**src/mbr_pkg.sv**
```systemverilog
// Shared constants and types of the read-query responder.
// Assumes the serial framer hands over decoded bytes in both framing modes.
package mbr_pkg;

  // Function codes and exception answers
  localparam logic [7:0] FUNC_DISC = 8'h02;
  localparam logic [7:0] FUNC_HOLD = 8'h03;
  localparam logic [7:0] FUNC_INPUT = 8'h04;
  localparam logic [7:0] EXC_FLAG = 8'h80;
  localparam logic [7:0] EXC_FUNC = 8'h01;
  localparam logic [7:0] EXC_ADDR = 8'h02;
  localparam logic [7:0] EXC_VALUE = 8'h03;

  // Slave address range
  localparam logic [7:0] ADDR_MIN = 8'h01;
  localparam logic [7:0] ADDR_MAX = 8'hF7;
  localparam logic [7:0] ADDR_DEFAULT = 8'h01;

  // Query lengths including the check field
  localparam logic [3:0] QUERY_LEN_BIN = 4'h8;
  localparam logic [3:0] QUERY_LEN_TEXT = 4'h7;

  // Discrete inputs: bit index is protocol address, input number minus one
  localparam logic [16:0] DISC_COUNT = 17'h00015;
  localparam int DISC_RELAY_POS = 18;
  localparam int DISC_LOOPA_POS = 19;
  localparam logic [15:0] DISC_QTY_MAX = 16'h07D0;
  localparam logic [15:0] REG_QTY_MAX = 16'h007D;

  // Register map
  localparam logic [15:0] TEMP_ADDR = 16'h0008;
  localparam logic [15:0] RELAY_MAP_ADDR = 16'h0073;
  localparam int MAP_BIAS_POS = 0;
  localparam int MAP_BAND1_POS = 1;
  localparam int MAP_BAND2_POS = 2;
  localparam int MAP_TEMP_POS = 3;
  localparam int MAP_PEAK_POS = 4;
  localparam int MAP_GAP_POS = 5;
  localparam int MAP_WIDTH = 6;

  // Error check
  localparam logic [15:0] CRC_INIT = 16'hFFFF;
  localparam logic [15:0] CRC_POLY = 16'hA001;

  typedef struct packed {
    logic [7:0] addr;
    logic [7:0] func;
    logic [15:0] start;
    logic [15:0] qty;
  } mbr_query_t;

  typedef enum logic [1:0] {S_IDLE, S_LOAD, S_SEND} mbr_state_t;

endpackage

```
**src/mbr_check.sv**
```systemverilog
// Running error-check accumulator: binary-mode CRC and text-mode byte sum.
// Assumes clear and step are never asked for in the same cycle by intent.
`timescale 1ns/10ps
`default_nettype none
module mbr_check
  import mbr_pkg::*;
(
  // Clock and reset
  input wire logic clk,
  input wire logic resetn,
  // Byte feed
  input wire logic clear,
  input wire logic step,
  input wire logic [7:0] data,
  // Results
  output logic [15:0] crc,
  output logic [7:0] sum
);

  function automatic logic [15:0] crc_byte(input logic [15:0] c, input logic [7:0] d);
    logic [15:0] r;
    r = c ^ {8'h00, d};
    for (int i = 0; i < 8; i++) begin
      r = r[0] ? ((r >> 1) ^ CRC_POLY) : (r >> 1);
    end
    return r;
  endfunction

  wire logic [15:0] next_crc = crc_byte(crc, data);
  wire logic [7:0] next_sum = 8'(sum + data);

  always_ff @(posedge clk or negedge resetn) begin
    if (!resetn) begin
      crc <= CRC_INIT;
      sum <= 8'h00;
    end else if (clear) begin
      crc <= CRC_INIT;
      sum <= 8'h00;
    end else if (step) begin
      crc <= next_crc;
      sum <= next_sum;
    end
  end

endmodule
`default_nettype wire

```
**src/mbr_responder.sv**
```systemverilog
// Slave-side answerer for discrete input, input register and holding
// register read queries. Assumes a framer that delivers query bytes,
// marks frame end, and drains the response bytes with a ready handshake.
// Function
// RULE_01 - Query fields in order; response echoes header
// RULE_02 - Input n sits at address n-1
// RULE_03 - Twenty-one discrete inputs are exposed
// RULE_04 - Input 19 reports relay output state
// RULE_05 - Input 20 is loop A fault
// RULE_06 - One data bit per requested input
// RULE_07 - First input in LSb, filling upward
// RULE_08 - Byte count is whole bytes needed
// RULE_09 - Unused high bits of last byte zero
// RULE_10 - Single input: count one, state in LSb
// RULE_11 - Temperature float at input registers 8,9
// RULE_12 - Master aligns reads; device returns words unchecked
// RULE_13 - Two-register read: count four, big-endian
// RULE_14 - Relay map holding register at 115
// RULE_15 - Holding register: high byte then low
// RULE_16 - Relay map low six bits route alarms
// RULE_17 - Only functions 02,03,04; else exception
// RULE_18 - Multi-register values are big-endian
// RULE_19 - Slave address 1 to 247, default 1
// RULE_20 - Ignore wrong address or bad check
// RULE_21 - Check is CRC binary, LRC text
`timescale 1ns/10ps
`default_nettype none
module mbr_responder
  import mbr_pkg::*;
(
  // Clock and reset
  input wire logic CLK_SYS,
  input wire logic RESETN,
  // Configuration
  input wire logic [7:0] SLAVE_ADDR,
  input wire logic TEXT_MODE,
  // Query bytes from the framer
  input wire logic RX_VALID,
  input wire logic [7:0] RX_DATA,
  input wire logic RX_END,
  // Response bytes to the framer
  input wire logic TX_READY,
  output logic TX_VALID,
  output logic [7:0] TX_DATA,
  output logic TX_LAST,
  // Monitored state
  input wire logic [18:0] ALARM_STATUS,
  input wire logic RELAY_STATE,
  input wire logic LOOP_A_FAULT,
  input wire logic [31:0] TEMPERATURE,
  input wire logic [MAP_WIDTH-1:0] RELAY_MAP
);

  mbr_state_t state;
  mbr_query_t rxq;
  mbr_query_t qr;
  logic [3:0] rx_cnt;
  logic [7:0] idx;
  logic [7:0] exc_code;
  logic text_q;
  logic [20:0] disc_snap;
  logic [31:0] temp_snap;
  logic [15:0] map_snap;
  logic [15:0] rx_crc;
  logic [7:0] rx_sum;
  logic [15:0] tx_crc;
  logic [7:0] tx_sum;

  // Word at a register address; unmapped addresses read zero
  function automatic logic [15:0] reg_word(input logic [7:0] f, input logic [15:0] a,
                                           input logic [31:0] t, input logic [15:0] m);
    logic [15:0] w;
    w = 16'h0000;
    if (f == FUNC_INPUT && a == TEMP_ADDR) begin
      w = t[31:16]; // see RULE_11 see RULE_18
    end else if (f == FUNC_INPUT && a == 16'(TEMP_ADDR + 16'h0001)) begin
      w = t[15:0];
    end else if (f == FUNC_HOLD && a == RELAY_MAP_ADDR) begin
      w = m; // see RULE_14
    end
    return w;
  endfunction

  // Exception code for a query, zero when it is served
  function automatic logic [7:0] exc_of(input mbr_query_t q);
    logic [7:0] e;
    e = 8'h00;
    if (q.func == FUNC_DISC) begin
      if (q.qty == 16'h0000 || q.qty > DISC_QTY_MAX) begin
        e = EXC_VALUE;
      end else if (17'(q.start) + 17'(q.qty) > DISC_COUNT) begin
        e = EXC_ADDR; // see RULE_03
      end
    end else if (q.func == FUNC_HOLD || q.func == FUNC_INPUT) begin
      // Alignment of multi-word values is the master's job; see RULE_12
      if (q.qty == 16'h0000 || q.qty > REG_QTY_MAX) begin
        e = EXC_VALUE;
      end
    end else begin
      e = EXC_FUNC; // see RULE_17
    end
    return e;
  endfunction

  // Out-of-range configuration falls back to the default address
  wire logic addr_ok = SLAVE_ADDR >= ADDR_MIN && SLAVE_ADDR <= ADDR_MAX;
  wire logic [7:0] own_addr = addr_ok ? SLAVE_ADDR : ADDR_DEFAULT; // see RULE_19

  // Receive side
  wire logic rx_take = RX_VALID && state == S_IDLE;
  wire logic [3:0] query_len = TEXT_MODE ? QUERY_LEN_TEXT : QUERY_LEN_BIN;
  wire logic rx_check_ok = TEXT_MODE ? (rx_sum == 8'h00) : (rx_crc == 16'h0000);
  wire logic accept = RX_END && state == S_IDLE && rx_cnt == query_len
                      && rxq.addr == own_addr && rx_check_ok; // see RULE_20 see RULE_19

  mbr_query_t next_rxq;
  always_comb begin
    next_rxq = rxq;
    unique case (rx_cnt) // see RULE_01
      4'h0: next_rxq.addr = RX_DATA;
      4'h1: next_rxq.func = RX_DATA;
      4'h2: next_rxq.start[15:8] = RX_DATA;
      4'h3: next_rxq.start[7:0] = RX_DATA;
      4'h4: next_rxq.qty[15:8] = RX_DATA;
      4'h5: next_rxq.qty[7:0] = RX_DATA;
      default: next_rxq = rxq;
    endcase
  end

  mbr_check u_rx_check (
    .clk(CLK_SYS),
    .resetn(RESETN),
    .clear(RX_END),
    .step(rx_take),
    .data(RX_DATA),
    .crc(rx_crc),
    .sum(rx_sum)
  );

  always_ff @(posedge CLK_SYS or negedge RESETN) begin
    if (!RESETN) begin
      rx_cnt <= 4'h0;
      rxq <= '0;
    end else if (RX_END) begin
      rx_cnt <= 4'h0;
    end else if (rx_take) begin
      rxq <= next_rxq;
      rx_cnt <= (rx_cnt == 4'hF) ? rx_cnt : 4'(rx_cnt + 4'h1);
    end
  end

  // Snapshot of the monitored state, so one answer is self-consistent
  wire logic [20:0] disc_now;
  assign disc_now[17:0] = ALARM_STATUS[17:0]; // see RULE_02
  assign disc_now[DISC_RELAY_POS] = RELAY_STATE; // see RULE_04
  assign disc_now[DISC_LOOPA_POS] = LOOP_A_FAULT; // see RULE_05
  assign disc_now[20] = ALARM_STATUS[18];
  wire logic [15:0] map_now = {{(16 - MAP_WIDTH){1'b0}}, RELAY_MAP}; // see RULE_16

  // Response byte selection
  wire logic exc = exc_code != 8'h00;
  wire logic [7:0] byte_cnt = (qr.func == FUNC_DISC)
                              ? 8'((17'(qr.qty) + 17'h00007) >> 3) // see RULE_08 see RULE_10
                              : 8'(qr.qty << 1); // see RULE_13 see RULE_15
  wire logic [7:0] chk_len = text_q ? 8'h01 : 8'h02;
  wire logic [7:0] data_end = exc ? 8'h02 : 8'(8'h02 + byte_cnt);
  wire logic [7:0] last_idx = 8'(data_end + chk_len);
  wire logic [7:0] k = 8'(idx - 8'h03);
  wire logic [16:0] bit_pos = 17'(qr.start) + {6'h00, k, 3'b000}; // see RULE_07
  wire logic [16:0] remain = 17'(qr.qty) - {6'h00, k, 3'b000};
  wire logic [7:0] disc_mask = (remain >= 17'h00008) ? 8'hFF
                               : 8'(8'hFF >> (4'h8 - remain[3:0])); // see RULE_09
  wire logic [31:0] disc_shift = {11'h000, disc_snap} >> bit_pos;
  wire logic [7:0] disc_byte = disc_shift[7:0] & disc_mask; // see RULE_06
  wire logic [15:0] word = reg_word(qr.func, 16'(qr.start + {9'h000, k[7:1]}),
                                    temp_snap, map_snap);
  wire logic [7:0] reg_byte = k[0] ? word[7:0] : word[15:8]; // see RULE_13 see RULE_18
  wire logic [7:0] lrc = 8'(~tx_sum + 8'h01);
  wire logic is_data = idx >= 8'h03 && idx <= data_end;
  wire logic is_chk1 = idx == 8'(data_end + 8'h01);

  logic [7:0] byte_sel;
  always_comb begin
    if (idx == 8'h00) begin
      byte_sel = qr.addr; // see RULE_01
    end else if (idx == 8'h01) begin
      byte_sel = exc ? (qr.func | EXC_FLAG) : qr.func; // see RULE_17
    end else if (idx == 8'h02) begin
      byte_sel = exc ? exc_code : byte_cnt;
    end else if (is_data) begin
      byte_sel = (qr.func == FUNC_DISC) ? disc_byte : reg_byte;
    end else if (is_chk1) begin
      byte_sel = text_q ? lrc : tx_crc[7:0]; // see RULE_21
    end else begin
      byte_sel = tx_crc[15:8];
    end
  end

  wire logic tx_fire = state == S_SEND && TX_READY;

  // Check covers every byte before the check field itself
  mbr_check u_tx_check (
    .clk(CLK_SYS),
    .resetn(RESETN),
    .clear(accept),
    .step(tx_fire && idx <= data_end),
    .data(TX_DATA),
    .crc(tx_crc),
    .sum(tx_sum)
  ); // see RULE_21

  // One idle cycle between bytes lets the running check settle first
  always_ff @(posedge CLK_SYS or negedge RESETN) begin
    if (!RESETN) begin
      state <= S_IDLE;
      qr <= '0;
      exc_code <= 8'h00;
      text_q <= 1'b0;
      disc_snap <= '0;
      temp_snap <= 32'h0000_0000;
      map_snap <= 16'h0000;
      idx <= 8'h00;
    end else begin
      unique case (state)
        S_IDLE: begin
          if (accept) begin
            qr <= rxq;
            exc_code <= exc_of(rxq);
            text_q <= TEXT_MODE;
            disc_snap <= disc_now;
            temp_snap <= TEMPERATURE;
            map_snap <= map_now;
            idx <= 8'h00;
            state <= S_LOAD;
          end
        end
        S_LOAD: state <= S_SEND;
        S_SEND: begin
          if (TX_READY) begin
            idx <= 8'(idx + 8'h01);
            state <= (idx == last_idx) ? S_IDLE : S_LOAD;
          end
        end
      endcase
    end
  end

  always_ff @(posedge CLK_SYS or negedge RESETN) begin
    if (!RESETN) begin
      TX_VALID <= 1'b0;
      TX_DATA <= 8'h00;
      TX_LAST <= 1'b0;
    end else if (state == S_LOAD) begin
      TX_VALID <= 1'b1;
      TX_DATA <= byte_sel;
      TX_LAST <= idx == last_idx;
    end else if (tx_fire) begin
      TX_VALID <= 1'b0;
      TX_LAST <= 1'b0;
    end
  end
endmodule
`default_nettype wire

```
**config.mk**
```make
export PLATFORM = sky130hd
export DESIGN_NAME = mbr_responder
export DESIGN_NICKNAME = d
export VERILOG_FILES = /design/src/mbr_pkg.sv /design/src/mbr_check.sv /design/src/mbr_responder.sv
export SDC_FILE = /design/constraint.sdc
export NUM_CORES = 1
export LEC_CHECK = 0
export ABC_AREA = 1
export BUFFER_PORTS_ARGS = -buffer_cell sky130_fd_sc_hd__buf_2
export CAP_MARGIN = 20
export CORE_MARGIN = 8
export CORE_UTILIZATION = 45
export DETAILED_ROUTE_END_ITERATION = 16
export HOLD_SLACK_MARGIN = 0.15
export PLACE_DENSITY = 0.72
export SYNTH_ARGS = -nofsm -noshare
export SYNTH_HDL_FRONTEND = slang
export SYNTH_SLANG_ARGS = --single-unit
```
**constraint.sdc**
```tcl
create_clock -name CLK_SYS -period 3.6 [get_ports CLK_SYS]
set_clock_uncertainty 0.15 [all_clocks]
set_input_delay 0.18 -clock CLK_SYS [delete_from_list [all_inputs] [get_ports CLK_SYS]]
set_output_delay 0.18 -clock CLK_SYS [all_outputs]
set_load 0.01 [all_outputs]
```
==> metrics.txt, run 1 <==
status finished, violations left; failing checks negative setup slack; internal power 6.45 mW; hold crit path type in2reg; storage element area 0.00580 mm^2; sequential element share of the synthesized area 36.3%; combinational power share 39.3%; die height 204 um; Worst Tran Pin Value 0.878 ns; CTS tree built; Post-synth EDFFs 0; routed vias/inst 5.36; via count 16.6k; RSZ-0062 raised after global routing true; switching share of power 35.9%; Slew HR 41.1%; sw power 3.61 mW; min cycle time layout 4.17 ns; share of cells above drive strength 1 26.4%; top cell family by delay on the critical path buffers and inverters; fraction of registers with async set/reset 100%; FP Rows 69; initial antenna violation count 0; Power Density 463 mW/mm^2; critical path peak fanout 8; power share of the clock group 29.2%; CTS Buffer Depth 3; Area Growth Syn to Fin 36.1%; Initial Utilization 45.3%; top cells by area, synth dfrtp_1 (31%), nand2_1 (15%), ha_1 (6.3%); # IOs 91; leak pwr 10.8 nW; total chip power 10.1 mW; final worst setup slack -0.569 ns; R2R depth 29; Global Route met2 Usage 40.9%; critical path class reg2reg; Cell Area, Synth 0.0160 mm^2; via count of the first global-routing pass 16.3k; fill count 2,956; Final Non-Filler Cells 3,090; first-pass GRT wire length 84.1 mm; busiest layer in global routing met2; Most used DFF post-synth dfrtp_1; Core ar. 0.0352 mm^2; die area 0.0418 mm^2; Num CTS Buffers 28; Remaining Overflow, GRT 0; Worst path slowest cell dfrtp_1; Avg WL per Cell 17.2 um; gr usage total 24.5%; number of diodes 0; endpoints failing setup 24; hold endpoint exc_code[0]; footprint of the multi-input gates 0.0100 mm^2; Worst path max stage delay 0.44 ns; Final Cycle Share 116%; Seq cells post-synth 230; Worst Path Arrival 4.46 ns; Clock Pin Slew Worst Setup and Hold Paths 0.07 ns; Post-synth top cells nand2_1 (644), inv_1 (262), dfrtp_1 (198); Worst VDD drop 0.405 mV; Post-DP HPWL 36.9 mm; met1 Track Usage GR 31.5%; wirelength, routed 53.0 mm; CTS sink cnt 230; RePlAce Congestion 0.949; Die W 204 um; fmax 0.240 GHz; nets@finish 2,776; maxcap violations 0; RR Startpoint idx[0]; Root Buffer clkbuf_16; Post-Synthesis Cells 2,231; Final Max Tran Viols 0; CP Depth 29; Buffers on Ports 90; area leader, netlist dfrtp_1; 1st-iter DRT viols 1,430; Req. time, crit path 3.89 ns; register share of total power 31.5%; r2r setup slk -0.57 ns; 1st-pass router iterations 7; capturing point of the worst reg2reg path TX_DATA[2]; syn_area_per_cell 7.16 um^2; most frequent cell after synthesis nand2_1; grt met3 use 4.45%; DR DRC count 0; Final Hold Vio Count 0; Inst Count DP 2,904; htree depth 1; Crit path buffers/inverters 19; Ys Warns 0; worst skew pair latency 0.57 ns; cell mode on critical path buf_4; crit start category register; Antenna Nets Post-Route 0; top cell type's share of synthesized area 31.0%; pin count of the biggest net entering global routing 156; hold path startpoint SLAVE_ADDR[1]; hold depth 6; Distinct cells, synth 66; Post-Syn Nets 2,400; worst slack at placement -0.661 ns; crit path capture type register
state kept, by name (all words and copies together) (netlist names):
signal	flops
qr	48
rxq	48
temp_snap	32
disc_snap	21
u_rx_check.crc	16
u_tx_check.crc	16
TX_DATA	8
idx	8
u_rx_check.sum	8
u_tx_check.sum	8
map_snap	6
rx_cnt	4
exc_code	2
state	2
TX_LAST	1
TX_VALID	1
text_q	1
cell type report:
class / count / area share [%]
clock inverter: 10 / 0.616
multi-input combinational: 1651 / 46.1
timing repair buffer: 416 / 15.3
clock buffer: 42 / 3.79
tap: 461 / 2.65
sequential: 230 / 26.7
inverter: 280 / 4.87
through the flow:
step	util [%]	TNS, ns	hold slack, ns	area, um^2
final	61.7	-4.66	0.196	21700
after CTS	59.1	-3.08	0.169	20800
after global placement	51.9	-6.31	-0.0176	18300
after floorplan	-	-0.0286	-0.266	16000
after global routing	61.7	-9.08	0.221	21700
after detailed placement	51.9	-8.02	-0.0149	18300
power groups by stage:
stage	Combinational, mW	Sequential [mW]	Clock [mW]
3_3_place_gp	3.13	3.19	0
2_1_floorplan	2.12	3.13	0
6_report	3.95	3.17	2.94
3_5_place_dp	3.21	3.20	0
4_1_cts	3.54	3.16	2.99
5_1_grt	4.36	3.20	3.08
routing by layer:
| layer | part of all wire (%) | vias to the layer above |
|---|---|---|
| li1 | - | 8001 |
| met1 | 42 | 7847 |
| met2 | 47 | 577 |
| met3 | 6.3 | 138 |
| met4 | 3.8 | 0 |
| met5 | 0 | - |
worst max path at each step:
stage               slack, ns  startpoint         end
floorplan               -0.01      idx[1]  TX_DATA[2]
global placement        -0.63      idx[0]  TX_DATA[1]
detailed placement      -0.66      idx[0]  TX_DATA[1]
CTS                     -0.41      idx[3]  TX_DATA[3]
global route            -0.80      idx[0]  TX_DATA[7]
finish                  -0.57      idx[0]  TX_DATA[2]
logic make-up after synthesis:
family | count (synthesis) | share of synthesized area [%]
compound gates | 304 | 10.6
xor+xnor | 97 | 5.32
flops | 230 | 36.3
buf+inv | 350 | 8.42
fa+ha+maj | 88 | 7.22
simple gates | 1162 | 32.2
what timing repair did:
| item | 4_1_cts | 5_1_grt |
|---|---|---|
| cloned | 5 | 1 |
| resized for setup | 121 | 180 |
| hold endpoints to repair | 352 | 0 |
| pin swaps | 47 | 87 |
| hold buffers | 75 | 0 |
| buffers inserted | 33 | 24 |
| setup endpoints to repair | 32 | 33 |
placed cells by master, fill, tap and decap left out, types with 47 or more instances in the layout:
master         instances
nor2_1               141
xor2_1                67
inv_1                244
nand4_1               47
nand2_1              593
buf_2                 89
a21oi_1               72
nand3_1              158
dfrtp_1              198
buf_4                220
o21ai_0              127
ha_1                  61
nand2_2               57
dlygate4sd3_1         74
tightest hold or removal path: cells and delay by family:
kind	cells	cell delay, ns
AOI/OAI and AO/OA	1	0.12
buffers and inverters	1	0.11
and+or+nand+nor	4	0.44
(Power assumes the default switching activity.)
==> run 2, diff against run 1 <==
--- a/config.mk
+++ b/config.mk
@@ -11,8 +11,9 @@
 export CORE_MARGIN = 8
 export CORE_UTILIZATION = 45
 export DETAILED_ROUTE_END_ITERATION = 16
-export HOLD_SLACK_MARGIN = 0.15
+export HOLD_SLACK_MARGIN = 0.12
 export PLACE_DENSITY = 0.72
 export SYNTH_ARGS = -nofsm -noshare
 export SYNTH_HDL_FRONTEND = slang
+export SYNTH_HIERARCHICAL = 1
 export SYNTH_SLANG_ARGS = --single-unit
==> run 2 against run 1 <==
The run still ends with negative setup slack left. Sequential cell count unchanged. Maximum frequency shrank 2.1%. Critical path type unchanged. Largest cell class unchanged. Combinational power about the same. Critical path depth rose by 2. Die area increased by 3.1%.
==> metrics.txt, run 2 <==
routed vias/inst 5.28 (-1.5%); commonest non-fill, non-tap cell in the layout nand2_1; Ys Warns 6 (+6); 1st-pass router iterations 6 (-1); Area Growth Syn to Fin 29.8%; top cell type's share of synthesized area 30.0% (-1.0 points); Die W 208 um (+1.5%); Final Non-Filler Cells 3,226 (+4.4%); gr usage total 22.9% (-1.6 points); share of cells above drive strength 1 22.1% (-4.2 points); Post-synth EDFFs 0 (unchanged); fin util 59.0% (-2.8 points); most frequent cell after synthesis nand2_1; sequential element share of the synthesized area 35.1% (-1.2 points); first-pass GRT wire length 83.1 mm (-1.1%); r2r setup slk -0.66 ns (-0.09 ns); Most used DFF post-synth dfrtp_1; final worst setup slack -0.659 ns (-0.0894 ns); fraction of registers with async set/reset 100% (unchanged); hold crit path type in2async; Worst path max stage delay 0.41 ns (-0.03 ns); Antenna Nets Post-Route 0 (unchanged); Distinct cells, synth 59 (-11%); Buffers on Ports 90 (unchanged); Power Density 474 mW/mm^2 (+2.5%); FP Rows 70 (+1.4%); CTS sink cnt 230 (unchanged); Min Hold Slack 0.133 ns (-0.0637 ns); pin count of the biggest net entering global routing 110 (-29%); Top Registers qr (48), rxq (48), temp_snap (32); cell mode on critical path nand2_1; Clock Pin Slew Worst Setup and Hold Paths 0.06 ns (about the same); Worst path slowest cell dfrtp_1; area leader, netlist dfrtp_1; failing checks negative setup slack; Crit path buffers/inverters 7 (-12); RSZ-0062 raised after global routing true; Final Hold Vio Count 0 (unchanged); leak pwr 11.0 nW (+1.6%); Core ar. 0.0363 mm^2 (+3.2%); Post-synth top cells nand2_1 (848), inv_1 (280), dfrtp_1 (198); crit start category register; top cells by area, synth dfrtp_1 (30%), nand2_1 (19%), inv_1 (6.4%); Post-Synthesis Cells 2,399 (+7.5%); RR Startpoint idx[0]; initial antenna violation count 0 (unchanged); Post-DP HPWL 36.9 mm (about the same); critical path peak fanout 13 (+5); Remaining Overflow, GRT 0 (unchanged); critical path class reg2reg; Cell Area, Synth 0.0165 mm^2 (+3.3%); RePlAce Congestion 0.946 (-0.27%); capturing point of the worst reg2reg path TX_DATA[6]; endpoints failing setup 8 (-67%); Post-Syn Nets 2,568 (+7.0%); nets@finish 2,908 (+4.8%); R2R depth 31 (+6.9%); Req. time, crit path 3.94 ns (+0.05 ns); cell area after layout 0.0214 mm^2 (-1.4%); CTS Buffer Depth 3 (unchanged); status finished, violations left; Slew HR 33.6% (-7.6 points); Worst VDD drop 0.400 mV (-1.2%); most frequent cells in the layout nand2_1 (802), inv_1 (266), dfrtp_1 (197); Avg WL per Cell 15.8 um (-7.8%); Worst Path Arrival 4.60 ns (+0.14 ns); Final Max Tran Viols 0 (unchanged); htree depth 1 (unchanged); Root Buffer clkbuf_16; CTS tree built; total chip power 10.2 mW (+1.1%); crit path capture type register; Seq cells post-synth 230 (unchanged); wirelength, routed 51.0 mm (-3.8%); worst skew pair latency 0.56 ns (about the same); die area 0.0431 mm^2 (+3.1%); via count of the first global-routing pass 16.5k (+1.4%); 1st-iter DRT viols 1,301 (-9.0%); Num CTS Buffers 27 (-3.6%); Inst Count DP 3,081 (+6.1%); number of diodes 0 (unchanged); fmax 0.235 GHz (-2.1%); Worst Tran Pin Value 0.993 ns (+0.115 ns); via count 17.0k (+2.9%); min cycle time layout 4.26 ns (+0.0894 ns); Final Cycle Share 118% (+2.5 points); fill count 3,223 (+9.0%); die height 208 um (+1.5%); maxcap violations 0 (unchanged); top cell family by delay on the critical path simple AND/OR/NAND/NOR gates; DR DRC count 0 (unchanged); syn_area_per_cell 6.88 um^2 (-3.9%); # IOs 91 (unchanged); Initial Utilization 45.4% (+0.061 points); placed instance area 0.0189 mm^2 (+3.2%)
-- run 2: worst max path at each step --
stage	startpoint	to	slack (ns)	cells after the start
2_1_floorplan	idx[0]	TX_DATA[0]	-0.06	34
3_5_place_dp	idx[0]	TX_DATA[7]	-0.69	28
4_1_cts	idx[1]	TX_DATA[1]	-0.51	37
5_1_grt	idx[0]	TX_DATA[5]	-0.97	36
3_3_place_gp	idx[0]	TX_DATA[7]	-0.60	28
6_report	idx[0]	TX_DATA[6]	-0.66	31
-- run 2: metrics by stage --
step | setup TNS [ns] | setup WS, ns
after floorplan | -0.278 | -0.0629
after global placement | -4.71 | -0.600
after detailed placement | -5.79 | -0.693
after CTS | -3.76 | -0.506
after global routing | -9.63 | -0.974
final | -4.64 | -0.659
-- run 2: routing by layer --
layer | routed length [um] | vias up | track usage, %
met2 | 23800 | 556 | 38.4
met5 | 0 | - | 0
met3 | 2550 | 132 | 2.67
li1 | - | 8446 | -
met4 | 2150 | 0 | 8.80
met1 | 22600 | 7906 | 30.0
-- run 2: cell families (layout without fill, tap and decap cells) --
kind of cell / after synthesis / after routing / share of synthesized area (%)
simple gates: 1351 / 1351 / 35.7
buf+inv: 365 / 724 / 8.58
xor+xnor: 61 / 61 / 3.33
fa+ha+maj: 88 / 88 / 6.99
compound gates: 302 / 302 / 10.1
flops: 230 / 230 / 35.1
mux: 2 / 2 / 0.121
-- run 2: repair_timing --
item                                    4_1_cts  5_1_grt
endpoints found under the setup margin       23       38
gates cloned                                  1        0
endpoints found under the hold margin       245        0
buffers inserted                              9       13
pin swaps                                    17       75
resized for setup                            47      140
hold buffers                                 76        0
-- run 2: area by class of cell --
type / instances / area [um^2] / share of cell area (%)
Timing Repair Buffer: 375 / 2940 / 13.7
Multi-Input combinational cell: 1804 / 10000 / 46.7
Clock buffer: 38 / 797 / 3.72
Sequential cell: 230 / 5800 / 27.0
Inverter: 301 / 1150 / 5.35
Tap cell: 468 / 586 / 2.73
Clock inverter: 10 / 156 / 0.730
-- run 2: report_power, final --
group	switching [mW]	internal, mW
logic	2.32	1.63
registers	0.330	2.95
clock network	1.13	1.82
total	3.78	6.39
-- run 2: worst register-to-register path: cells and delay by family (launching register included) --
kind / cells / cell delay [ns]
compound gates: 1 / 0.17
xor+xnor: 2 / 0.36
fa+ha+maj: 1 / 0.28
buf+inv: 7 / 0.77
flops: 1 / 0.41
simple gates: 20 / 2.07
